===== src/core/t16_map.svh =====
// Constants for the 16-bit capture/one-shot timer
`ifndef T16_MAP_SVH
`define T16_MAP_SVH

`define T16_MODE_STOP 2'h0
`define T16_MODE_CLR_EDGE 2'h1
`define T16_MODE_FREE 2'h2
`define T16_MODE_CLR_MATCH 2'h3

`define T16_CLK_DIV2 2'h0
`define T16_CLK_DIV4 2'h1
`define T16_CLK_EXT 2'h3
`define T16_MASK_DIV2 3'h1
`define T16_MASK_DIV4 3'h3
`define T16_MASK_DIV8 3'h7
`define T16_MASK_SAMP 3'h3
`define T16_PHASE_ZERO 3'h0
`define T16_PHASE_STEP 3'h1

`define T16_ES_FALL 2'h0
`define T16_ES_RISE 2'h1
`define T16_ES_BOTH 2'h3

`define T16_OC_ON 2'h3
`define T16_CNT_MAX 16'hFFFF
`define T16_CNT_ZERO 16'h0000
`define T16_CNT_ONE 16'h0001

`endif


===== src/core/t16_pkg.sv =====
// Types shared by the timer modules
package t16_pkg;
    typedef enum logic [1:0] {
        T16_OS_IDLE,
        T16_OS_WAIT,
        T16_OS_ACTIVE
    } t16_os_state_t;
endpackage


===== src/core/t16_tick_if.sv =====
// Count clock strobes passed from prescaler to timer core
`timescale 1ns/1ps
interface t16_tick_if;
    logic rise;
    logic fall;
    logic samp;
    modport src (output rise, output fall, output samp);
    modport dst (input rise, input fall, input samp);
endinterface


===== src/core/t16_edge.sv =====
// Sampled trigger edge detector with two-sample noise rejection
`timescale 1ns/1ps
`include "t16_map.svh"
module t16_edge (
    input wire logic ref_clk_i,
    input wire logic rst_i,
    input wire logic sample_i,
    input wire logic pin_i,
    input wire logic [1:0] edge_sel_i,
    output logic edge_o
);
    logic last_ff;
    logic level_ff;
    logic edge_ff;
    // Level starts low, so a pin already high at reset reads as rising
    wire settle = sample_i && (last_ff == pin_i) && (pin_i != level_ff);
    wire want = pin_i ? (edge_sel_i == `T16_ES_RISE ||
                         edge_sel_i == `T16_ES_BOTH)
                      : (edge_sel_i == `T16_ES_FALL ||
                         edge_sel_i == `T16_ES_BOTH);
    wire nxt_edge = settle && want;

    always_ff @(posedge ref_clk_i or posedge rst_i) begin
        if (rst_i) begin
            last_ff <= 1'b0;
            level_ff <= 1'b0;
            edge_ff <= 1'b0;
        end else begin
            if (sample_i) begin
                last_ff <= pin_i;
            end
            if (settle) begin
                level_ff <= pin_i;
            end
            edge_ff <= nxt_edge;
        end
    end
    assign edge_o = edge_ff;
endmodule


===== src/core/t16_prescale.sv =====
// Count clock generator: divided rise/fall strobes or external edge
`timescale 1ns/1ps
`include "t16_map.svh"
module t16_prescale (
    input wire logic ref_clk_i,
    input wire logic rst_i,
    input wire logic [1:0] clk_sel_i,
    input wire logic ext_edge_i,
    t16_tick_if.src tick
);
    logic [2:0] div_ff;
    logic [2:0] nxt_div;
    wire ext = clk_sel_i == `T16_CLK_EXT;
    wire [2:0] mask = (clk_sel_i == `T16_CLK_DIV2) ? `T16_MASK_DIV2 :
                      (clk_sel_i == `T16_CLK_DIV4) ? `T16_MASK_DIV4 :
                      `T16_MASK_DIV8;
    wire [2:0] half = 3'((mask >> 1) + `T16_PHASE_STEP);
    wire [2:0] phase = div_ff & mask;

    // Free running so a start lands anywhere in the count period
    assign nxt_div = 3'(div_ff + `T16_PHASE_STEP);
    always_ff @(posedge ref_clk_i or posedge rst_i) begin
        if (rst_i) begin
            div_ff <= `T16_PHASE_ZERO;
        end else begin
            div_ff <= nxt_div;
        end
    end

    // External edge gives rise and fall in the same cycle
    assign tick.rise = ext ? ext_edge_i : (phase == `T16_PHASE_ZERO);
    assign tick.fall = ext ? ext_edge_i : (phase == half);
    assign tick.samp = (div_ff & `T16_MASK_SAMP) == `T16_PHASE_ZERO;
endmodule


===== src/core/t16_timer.sv =====
// 16-bit timer/event counter with compare, capture and one-shot output
`timescale 1ns/1ps
`include "t16_map.svh"
module t16_timer (
    input wire logic ref_clk_i,
    input wire logic rst_i,
    input wire logic op_mode_bit_hi_i,
    input wire logic op_mode_bit_lo_i,
    input wire logic clk_sel_bit1_i,
    input wire logic clk_sel_bit0_i,
    input wire logic edge_sel_bit1_i,
    input wire logic edge_sel_bit0_i,
    input wire logic trigger_capture_in_a_i,
    input wire logic trigger_capture_in_b_i,
    input wire logic cap_a_mode_i,
    input wire logic cap_b_mode_i,
    input wire logic cmp_a_wr_i,
    input wire logic cmp_b_wr_i,
    input wire logic [15:0] cmp_wdata_i,
    input wire logic ovf_clr_i,
    input wire logic [1:0] out_ctrl_en_i,
    input wire logic timer_out_enable_bit_i,
    input wire logic out_level_set_bit_i,
    input wire logic out_level_reset_bit_i,
    input wire logic invert_on_edge_bit_i,
    input wire logic invert_on_match_i,
    input wire logic oneshot_en_i,
    input wire logic oneshot_soft_trigger_i,
    input wire logic out_route_b_i,
    output logic [15:0] count_value_o,
    output logic [15:0] cmp_cap_reg_a_o,
    output logic [15:0] cmp_cap_reg_b_o,
    output logic overflow_flag_o,
    output logic match_a_o,
    output logic match_b_o,
    output logic capture_irq_a_o,
    output logic capture_irq_b_o,
    output logic oneshot_busy_o,
    output logic timer_out_pin_o,
    output logic port_location_a_o,
    output logic port_location_a_oe_o,
    output logic port_location_b_o,
    output logic port_location_b_oe_o
);
    ////////////////////////////////////////////////////////////////////
    // Configuration decode

    wire [1:0] mode = {op_mode_bit_hi_i, op_mode_bit_lo_i};
    wire [1:0] clk_sel = {clk_sel_bit1_i, clk_sel_bit0_i};
    wire running = mode != `T16_MODE_STOP;
    wire ext_clk = clk_sel == `T16_CLK_EXT;
    wire mode_clr_edge = mode == `T16_MODE_CLR_EDGE;
    wire mode_clr_match = mode == `T16_MODE_CLR_MATCH;
    wire mode_free = mode == `T16_MODE_FREE;

    logic [1:0] edge_sel_ff;
    logic [15:0] count_ff;
    logic [15:0] cmp_a_ff;
    logic [15:0] cmp_b_ff;
    logic ovf_ff;
    logic ovf_hold_ff;
    logic clr_pend_ff;
    logic cap_a_pend_ff;
    logic cap_b_pend_ff;
    logic irq_a_pend_ff;
    logic irq_b_pend_ff;
    logic irq_a_ff;
    logic irq_b_ff;
    logic match_a_ff;
    logic match_b_ff;
    logic out_ff;
    t16_pkg::t16_os_state_t os_ff;
    t16_pkg::t16_os_state_t nxt_os;

    ////////////////////////////////////////////////////////////////////
    // Count clock and trigger inputs

    t16_tick_if tick ();
    logic edge_a_raw;
    logic edge_b;

    // In edge-clocked counting, sample at the fixed quarter rate
    wire samp_a = ext_clk ? tick.samp : tick.rise;

    t16_edge u_edge_a (
        .ref_clk_i (ref_clk_i),
        .rst_i (rst_i),
        .sample_i (samp_a),
        .pin_i (trigger_capture_in_a_i),
        .edge_sel_i (edge_sel_ff),
        .edge_o (edge_a_raw)
    );

    t16_edge u_edge_b (
        .ref_clk_i (ref_clk_i),
        .rst_i (rst_i),
        .sample_i (tick.rise),
        .pin_i (trigger_capture_in_b_i),
        .edge_sel_i (edge_sel_ff),
        .edge_o (edge_b)
    );

    // Pin shared with the output on location B is lost as a trigger
    wire edge_a = edge_a_raw && !out_route_b_i;

    t16_prescale u_prescale (
        .ref_clk_i (ref_clk_i),
        .rst_i (rst_i),
        .clk_sel_i (clk_sel),
        .ext_edge_i (edge_a),
        .tick (tick)
    );

    ////////////////////////////////////////////////////////////////////
    // Counter, compare and overflow

    function automatic logic hit(input logic [15:0] cnt,
                                 input logic [15:0] cmp);
        hit = cnt == cmp;
    endfunction

    wire step = running && tick.rise;
    wire hit_a = hit(count_ff, cmp_a_ff);
    wire hit_b = hit(count_ff, cmp_b_ff);
    wire wrap = hit(count_ff, `T16_CNT_MAX);
    wire clr_edge = mode_clr_edge && (clr_pend_ff || edge_a);
    wire clr_match = mode_clr_match && hit_a;
    // A cleared FFFFH count is a wrap too, so it sets overflow
    wire ovf_evt = step && wrap;
    wire [15:0] nxt_count = !running ? `T16_CNT_ZERO :
        !step ? count_ff :
        (clr_edge || clr_match || wrap) ? `T16_CNT_ZERO :
        16'(count_ff + `T16_CNT_ONE);
    wire nxt_clr_pend = mode_clr_edge && !step &&
                        (clr_pend_ff || edge_a);
    // Clear is ignored until the count clock after the wrap
    wire nxt_ovf = ovf_evt ? 1'b1 :
        (ovf_clr_i && !ovf_hold_ff) ? 1'b0 : ovf_ff;
    wire nxt_hold = ovf_evt ? 1'b1 : (step ? 1'b0 : ovf_hold_ff);

    // Prescaler never restarts, so the first step after start may lag
    always_ff @(posedge ref_clk_i or posedge rst_i) begin
        if (rst_i) begin
            count_ff <= `T16_CNT_ZERO;
            clr_pend_ff <= 1'b0;
            ovf_ff <= 1'b0;
            ovf_hold_ff <= 1'b0;
            match_a_ff <= 1'b0;
            match_b_ff <= 1'b0;
        end else begin
            count_ff <= nxt_count;
            clr_pend_ff <= nxt_clr_pend;
            ovf_ff <= nxt_ovf;
            ovf_hold_ff <= nxt_hold;
            match_a_ff <= step && hit_a && !cap_a_mode_i;
            match_b_ff <= step && hit_b && !cap_b_mode_i;
        end
    end

    // Edge choice is frozen while the timer runs
    always_ff @(posedge ref_clk_i or posedge rst_i) begin
        if (rst_i) begin
            edge_sel_ff <= `T16_ES_FALL;
        end else if (!running) begin
            edge_sel_ff <= {edge_sel_bit1_i, edge_sel_bit0_i};
        end
    end

    ////////////////////////////////////////////////////////////////////
    // Capture: latch on count clock fall, flag on the next rise

    // Input A cannot capture when it is also the count clock
    wire cap_b_ok = cap_b_mode_i && !ext_clk;
    wire cap_a_set = running && cap_a_mode_i && edge_b;
    wire cap_b_set = running && cap_b_ok && edge_a;
    wire cap_a_do = tick.fall && (cap_a_pend_ff || cap_a_set);
    wire cap_b_do = tick.fall && (cap_b_pend_ff || cap_b_set);
    wire nxt_cap_a_pend = running && !cap_a_do &&
                          (cap_a_pend_ff || cap_a_set);
    wire nxt_cap_b_pend = running && !cap_b_do &&
                          (cap_b_pend_ff || cap_b_set);
    wire nxt_irq_a_pend = running && (cap_a_do ||
                          (irq_a_pend_ff && !tick.rise));
    wire nxt_irq_b_pend = running && (cap_b_do ||
                          (irq_b_pend_ff && !tick.rise));
    // Reads see the register as is; a capture is never held off
    wire [15:0] nxt_cmp_a = cap_a_do ? count_ff :
        (cmp_a_wr_i && !cap_a_mode_i) ? cmp_wdata_i : cmp_a_ff;
    wire [15:0] nxt_cmp_b = cap_b_do ? count_ff :
        (cmp_b_wr_i && !cap_b_mode_i) ? cmp_wdata_i : cmp_b_ff;

    // Contents are left as they fall on stop; software must rewrite
    always_ff @(posedge ref_clk_i or posedge rst_i) begin
        if (rst_i) begin
            cmp_a_ff <= `T16_CNT_ZERO;
            cmp_b_ff <= `T16_CNT_ZERO;
        end else begin
            cmp_a_ff <= nxt_cmp_a;
            cmp_b_ff <= nxt_cmp_b;
        end
    end

    always_ff @(posedge ref_clk_i or posedge rst_i) begin
        if (rst_i) begin
            cap_a_pend_ff <= 1'b0;
            cap_b_pend_ff <= 1'b0;
            irq_a_pend_ff <= 1'b0;
            irq_b_pend_ff <= 1'b0;
            irq_a_ff <= 1'b0;
            irq_b_ff <= 1'b0;
        end else begin
            cap_a_pend_ff <= nxt_cap_a_pend;
            cap_b_pend_ff <= nxt_cap_b_pend;
            irq_a_pend_ff <= nxt_irq_a_pend;
            irq_b_pend_ff <= nxt_irq_b_pend;
            irq_a_ff <= irq_a_pend_ff && tick.rise;
            irq_b_ff <= irq_b_pend_ff && tick.rise;
        end
    end

    ////////////////////////////////////////////////////////////////////
    // One-shot sequencer: start on trigger, active from B to A match

    // Clear-on-match mode would cut the pulse short, so it is refused
    wire os_mode_ok = oneshot_en_i &&
                      (mode_free || mode_clr_edge);
    // Edge start only from location A; soft start from either place
    wire os_trig = oneshot_soft_trigger_i || edge_a;
    wire os_on = step && hit_b;
    wire os_off = step && hit_a;

    always_comb begin
        nxt_os = os_ff;
        case (os_ff)
            t16_pkg::T16_OS_IDLE: begin
                if (os_mode_ok && os_trig) begin
                    nxt_os = t16_pkg::T16_OS_WAIT;
                end
            end
            // Triggers here are dropped, not queued
            t16_pkg::T16_OS_WAIT: begin
                if (!os_mode_ok) begin
                    nxt_os = t16_pkg::T16_OS_IDLE;
                end else if (os_on) begin
                    nxt_os = t16_pkg::T16_OS_ACTIVE;
                end
            end
            t16_pkg::T16_OS_ACTIVE: begin
                if (!os_mode_ok || os_off) begin
                    nxt_os = t16_pkg::T16_OS_IDLE;
                end
            end
            default: begin
                nxt_os = t16_pkg::T16_OS_IDLE;
            end
        endcase
    end

    ////////////////////////////////////////////////////////////////////
    // Timer output level

    wire out_live = timer_out_enable_bit_i &&
                    (out_ctrl_en_i == `T16_OC_ON);
    wire os_edge = (os_ff == t16_pkg::T16_OS_WAIT &&
                    nxt_os == t16_pkg::T16_OS_ACTIVE) ||
                   (os_ff == t16_pkg::T16_OS_ACTIVE &&
                    nxt_os == t16_pkg::T16_OS_IDLE);
    wire inv_match = invert_on_match_i && !oneshot_en_i &&
                     step && (hit_a || hit_b);
    // Edge inversion only reaches the pin from location A
    wire inv_edge = invert_on_edge_bit_i && running && edge_a;
    wire toggle = out_live && (os_edge || inv_match || inv_edge);
    // Direct level writes take effect only after the enables are set
    wire nxt_out = (out_live && out_level_set_bit_i) ? 1'b1 :
        (out_live && out_level_reset_bit_i) ? 1'b0 :
        (toggle ? !out_ff : out_ff);

    always_ff @(posedge ref_clk_i or posedge rst_i) begin
        if (rst_i) begin
            os_ff <= t16_pkg::T16_OS_IDLE;
            out_ff <= 1'b0;
        end else begin
            os_ff <= nxt_os;
            out_ff <= nxt_out;
        end
    end

    ////////////////////////////////////////////////////////////////////
    // Outputs

    assign count_value_o = count_ff;
    assign cmp_cap_reg_a_o = cmp_a_ff;
    assign cmp_cap_reg_b_o = cmp_b_ff;
    assign overflow_flag_o = ovf_ff;
    assign match_a_o = match_a_ff;
    assign match_b_o = match_b_ff;
    assign capture_irq_a_o = irq_a_ff;
    assign capture_irq_b_o = irq_b_ff;
    assign oneshot_busy_o = os_ff != t16_pkg::T16_OS_IDLE;
    assign timer_out_pin_o = out_ff;
    assign port_location_a_o = out_ff;
    assign port_location_a_oe_o = out_live && !out_route_b_i;
    assign port_location_b_o = out_ff;
    assign port_location_b_oe_o = out_live && out_route_b_i;
endmodule


===== config.mk =====
export PLATFORM = sky130hd
export DESIGN_NAME = t16_timer
export DESIGN_NICKNAME = d
export VERILOG_FILES = /design/src/core/t16_pkg.sv /design/src/core/t16_tick_if.sv /design/src/core/t16_edge.sv /design/src/core/t16_prescale.sv /design/src/core/t16_timer.sv
export VERILOG_INCLUDE_DIRS = /design/src /design/src/core
export SDC_FILE = /design/constraint.sdc
export NUM_CORES = 1
export LEC_CHECK = 0
export ABC_AREA = 1
export BUFFER_PORTS_ARGS = -buffer_cell sky130_fd_sc_hd__buf_2
export CAP_MARGIN = 20
export CELL_PAD_IN_SITES_DETAIL_PLACEMENT = 1
export CELL_PAD_IN_SITES_GLOBAL_PLACEMENT = 2
export CORE_MARGIN = 1.5
export CORE_UTILIZATION = 33
export DETAILED_ROUTE_END_ITERATION = 10
export PLACE_DENSITY_LB_ADDON = 0.1
export SYNTH_ARGS = -nofsm -noshare
export SYNTH_HDL_FRONTEND = slang
export SYNTH_SLANG_ARGS = --single-unit

===== constraint.sdc =====
create_clock -name ref_clk_i -period 5.1 [get_ports ref_clk_i]
set_input_delay 1.53 -clock ref_clk_i [delete_from_list [all_inputs] [get_ports ref_clk_i]]
set_output_delay 1.53 -clock ref_clk_i [all_outputs]
set_load 0.005 [all_outputs]

== Word level (Yosys, flattened, before mapping) ==
Cells that the tools add are included.
Operators by class
  $add $sub $neg: 3
  equal/unequal tests: 20
  mux-type cells: 26
  bitwise operators: 1
  reductions and logical operators: 93
Operators by type and width (count)
  2-to-1 mux 16 bit: 7
  logical AND 1 bit: 52
  equality test 16 bit: 2
  adder 16 x 1 -> 16 bit, second input constant: 1
  equality test 16 bit, second input constant: 1
  logical OR 1 bit: 16
  equality test 2 bit, second input constant: 7
  zero test 1 bit: 12
  2-to-1 mux 1 bit: 12
  nonzero test 2 bit: 6
  equality test 2 x 1 -> 1 bit, second input constant: 4
  zero test 2 bit: 4
  2-to-1 mux 2 bit: 4
  zero test 3 bit: 2
  2-to-1 mux 3 bit: 2
  one-hot mux 2 bit (3 select lines): 1
  adder 2 x 1 -> 3 bit, second input constant: 1
  adder 3 x 1 -> 3 bit, second input constant: 1
  bitwise AND 3 bit: 1
  equality test 3 bit: 1
  nonzero test 3 bit: 1
  equality test 1 bit: 2
  != test 1 bit: 2
  != test 2 x 1 -> 1 bit, second input constant: 1
Word-level totals
  register bits: 73
  bits of input ports: 41
  output and inout bits: 59

== Logic depth before layout (Yosys ltp) ==
  depth after elaboration: 20
  gate-level depth with buffers: 14

== By module ==
From an unflattened synthesis, not the netlist that was laid out.
Unflattened totals
  cell total of the unflattened synthesis: 560
  area, all modules: 4227.8 um2
By module, submodules not included
  t16_timer: times used 1, cells each 479, area each 3694.8 um2
  t16_edge: times used 2, cells each 27, area each 168.9 um2
  t16_prescale: times used 1, cells each 27, area each 195.2 um2

== Worst setup path before layout ==
OpenSTA, ideal clock, no wires.
  path kind: input to output
  from: input timer_out_enable_bit_i
  to: output port_location_a_oe_o
  arrival time: 1738 ps
  data required time: 3570 ps
  setup slack: 1832 ps
  stages: 2
  path buffers: 0
  path through: nand3_1 -> nor2_1
On the way
  longest elaborated chain between the ends: 2
RTL lines
  start: declaration: line t16_timer.sv:22  | input wire logic timer_out_enable_bit_i,
  logical AND 1 bit: line t16_timer.sv:262  | wire out_live = timer_out_enable_bit_i &&
  logical AND 1 bit: line t16_timer.sv:302  | assign port_location_a_oe_o = out_live && !out_route_b_i;
  end: declaration: line t16_timer.sv:41  | output logic port_location_a_oe_o,
Every way passes these cells.

== Worst setup path in the final report ==
  from: input op_mode_bit_hi_i
  to: register cmp_b_ff[5], in the netlist cmp_cap_reg_b_o[5]
On the way
  longest elaborated chain between the ends: 6
  elaborated cells on any way between the ends: 7
RTL lines
  start: declaration: line t16_timer.sv:7  | input wire logic op_mode_bit_hi_i,
  nonzero test 2 bit (no line) (*)
  logical AND 1 bit (*) (2 in series): line t16_timer.sv:175  | wire cap_b_set = running && cap_b_ok && edge_a;
  logical OR 1 bit (*): line t16_timer.sv:177  | wire cap_b_do = tick.fall && (cap_b_pend_ff || cap_b_set);
  logical AND 1 bit (*): line t16_timer.sv:177
  2-to-1 mux 16 bit / nonzero test 2 bit (equally long branches)
  end signal: assignment: line t16_timer.sv:196  | cmp_b_ff <= `T16_CNT_ZERO;
  end signal: assignment: line t16_timer.sv:199  | cmp_b_ff <= nxt_cmp_b;
  end: declaration: line t16_timer.sv:59  | logic [15:0] cmp_b_ff;
Every way passes the cells marked *; elsewhere a longest branch is shown, timed or not.
A chain may end at the register's enable or synchronous reset.

==> flow_metrics.tcl <==
set metrics [dict create \
    status "finished clean" \
    drive_gt1_share_pct 23.85 \
    powerDensity_mw_per_mm2 342.0 \
    finalPower_uw 1765 \
    clock-root-buffer "clkbuf_16" \
    ys_types 38 \
    cts.path.max_buffers 2 \
    grt_pass1_wl_um 21740 \
    synth-seq-cells 73 \
    period_share_pct 71.65 \
    crit_chain "buf_2, inv_1, ha_1, inv_2, a41oi_1, nor2_1, inv_2, buf_4, nand2_1, o221ai_1" \
    die_area_mm2 0.01341 \
    post_cts_buffers 0 \
    synth_edf_count 0 \
    async_reset_ff_share_pct 100.0 \
    io_buffer_count 99 \
    setup_viol 0 \
    wl_per_cell_um 16.90 \
    cts_buffers 9 \
    arrival_ps 3890 \
    diodes 0 \
    timing.fmax_mhz 273.7 \
    grtUsageTotal_pct 21.55 \
    die_w_um 115.8 \
    worst_pin_slew_ps 999.4 \
    cp_max_fo 34 \
    tns_ps 0 \
    path_clk_slew_ps 60 \
    row_count 41 \
    coreArea_mm2 0.01252 \
    syn-num-nets 580 \
    yosys_warnings 0 \
    holdBufCountCts 0 \
    initial_core_util_pct 33.56 \
    fin_nets 677 \
    slowest_stage "nand2_1" \
    detail_route.vias_per_cell 4.983 \
    drv_slew 0 \
    dp_hpwl_um 9869 \
    period_needed_ps 3654 \
    insertion_delay_ps 340 \
    rsz0062_at_grt "false" \
    drc 0 \
    skew_ps 4.999 \
    cp-end-kind "flop" \
    criticalPathCategory "in2reg" \
    slowest_delay_ps 500 \
    drtAntennaViolNets 0 \
    hold_class "reg2reg" \
    grt_overflow 0 \
    area_growth_pct 22.88 \
    max-slew-margin-rel_pct 33.37 \
    firstDrtPassIters 4 \
    clkSinkCount 73 \
    antenna_found_initial 0 \
    required_ps 5330 \
    ir_drop_mv 0.1249 \
    synth-main-ff-cell "dfrtp_1" \
    grt_max_degree 74 \
    cp_common_cell "inv_2" \
    cts.repair.resized 0 \
    maxCapViolCount 0 \
    io_pins 100 \
    htree_num_levels 3 \
    leakage_uw 0.002678 \
    cts_tree "done" \
    place.gp.congestion 0.7948 \
    dieHeight_um 115.8 \
    drt_wl_total_um 13600 \
    grt_pass1_vias 4058 \
    synthCells 531 \
    ys_seq_area_share_pct 43.49 \
    synth.cell_area_mm2 0.004200 \
    drt_iter0_drc 146 \
    finalHoldViolations 0 \
    via_count 4011 \
    start_kind "input pin" \
    syn_avg_cell_area_um2 7.910 \
]
-- worst paths after layout --
kind / start / to / slack, ps / cells after the start
min: ovf_hold_ff / ovf_hold_ff / 510 / 2
max reg2reg: u_prescale.div_ff[0] / cmp_cap_reg_b_o[5] / 2790 / 9
max in group asynchronous: rst_i / clr_pend_ff / 2960 / 3
min in group asynchronous: rst_i / u_edge_b.level_ff / 1500 / 3
min reg2reg: ovf_hold_ff / ovf_hold_ff / 510 / 2
max: op_mode_bit_hi_i / cmp_cap_reg_b_o[5] / 1450 / 10
-- cell usage in the layout (no fill, tap or decap), types with 7 or more instances in the layout --
cell type	instances
buf_2	99
clkbuf_16	9
dfrtp_1	73
ha_1	8
inv_1	80
inv_2	8
nand2_1	139
nand3_1	48
nor2_1	43
o21ai_0	13
o21ai_1	7
o221ai_1	31
o22ai_2	10
xor2_1	12
-- state kept, by name, indices dropped and copies added (netlist names), 2 cells and up --
name / count
edge_sel_ff: 2
cmp_cap_reg_a_o: 16
os_ff: 2
u_prescale.div_ff: 3
count_value_o: 16
cmp_cap_reg_b_o: 16
-- worst max-delay path: cells and delay by family --
kind	cells	cell delay [ps]
buffers and inverters	5	680
AOI/OAI and AO/OA	2	630
adders and majority gates	1	440
and+or+nand+nor	2	610
-- final cells by class --
type / count / area (um^2)
tap: 172 / 215.2
clock inverter: 2 / 60.06
fill: 1592 / 7356
clock buffer: 14 / 264.0
multi-input combinational: 353 / 1943
sequential: 73 / 1827
timing repair buffer: 102 / 518.0
inverter: 89 / 334.1
-- synthesized netlist by cell type (2+ instances only) --
cell      number  area, um^2
nand2_1      139       521.8
inv_1         81       304.0
dfrtp_1       73        1827
nand3_1       48       240.2
nor2_1        43       161.4
o221ai_1      31       271.5
o21ai_0       13       65.06
xor2_1        12       105.1
buf_2         10       50.05
o22ai_2       10       125.1
ha_1           8       100.1
inv_2          7       26.28
o21ai_1        7       35.03
nor3_1         5       25.02
a21oi_1        4       20.02
clkbuf_1       3       11.26
nand2_2        3       18.77
nand3_2        3       30.03
nand4_1        3       18.77
nor2_2         3       18.77
o22ai_1        3       18.77
a311oi_1       2       17.52
a31o_2         2       17.52
buf_4          2       15.01
nand4_2        2       25.02
nor3_2         2       20.02
-- through the flow --
step / instance area (um^2) / cells / setup slack, ps / utilization (%) / hold slack [ps]
after floorplan: 4200 / 531 / 1717 / - / 447.9
after global placement: 4837 / 789 / 1186 / 38.64 / 473.0
after detailed placement: 4837 / 789 / 1061 / 38.64 / 492.5
after CTS: 5161 / 805 / 1415 / 41.23 / 516.4
after global routing: 5161 / 805 / 1143 / 41.23 / 541.2
final: 5161 / 805 / 1446 / 41.23 / 506.4
-- routing by layer --
metal	track usage [%]	wire length, um	vias up
li1	-	-	1935
met1	27.95	6093	1991
met2	36.75	6825	73
met3	3.609	504	12
met4	6.911	180	0
met5	0	0	-
-- logic make-up (layout without fill, tap and decap cells) --
family                   count (synthesis)  after routing  share of synthesized area, %
flip-flops                              73             73                         43.49
buffers and inverters                  105            207                         10.25
AO/OA/AOI/OAI                           77             77                         14.51
adder cells (fa/ha/maj)                  8              8                         2.383
AND/OR/NAND/NOR                        255            255                         26.66
XOR/XNOR                                13             13                         2.711
-- power breakdown --
| part | switching (uW) | internal, uW | total, uW |
|---|---|---|---|
| clock network | 248 | 456 | 704 |
| registers | 65.1 | 644 | 709 |
| logic | 210 | 142 | 352 |
| total | 523 | 1240 | 1770 |
(Power assumes the default switching activity.)
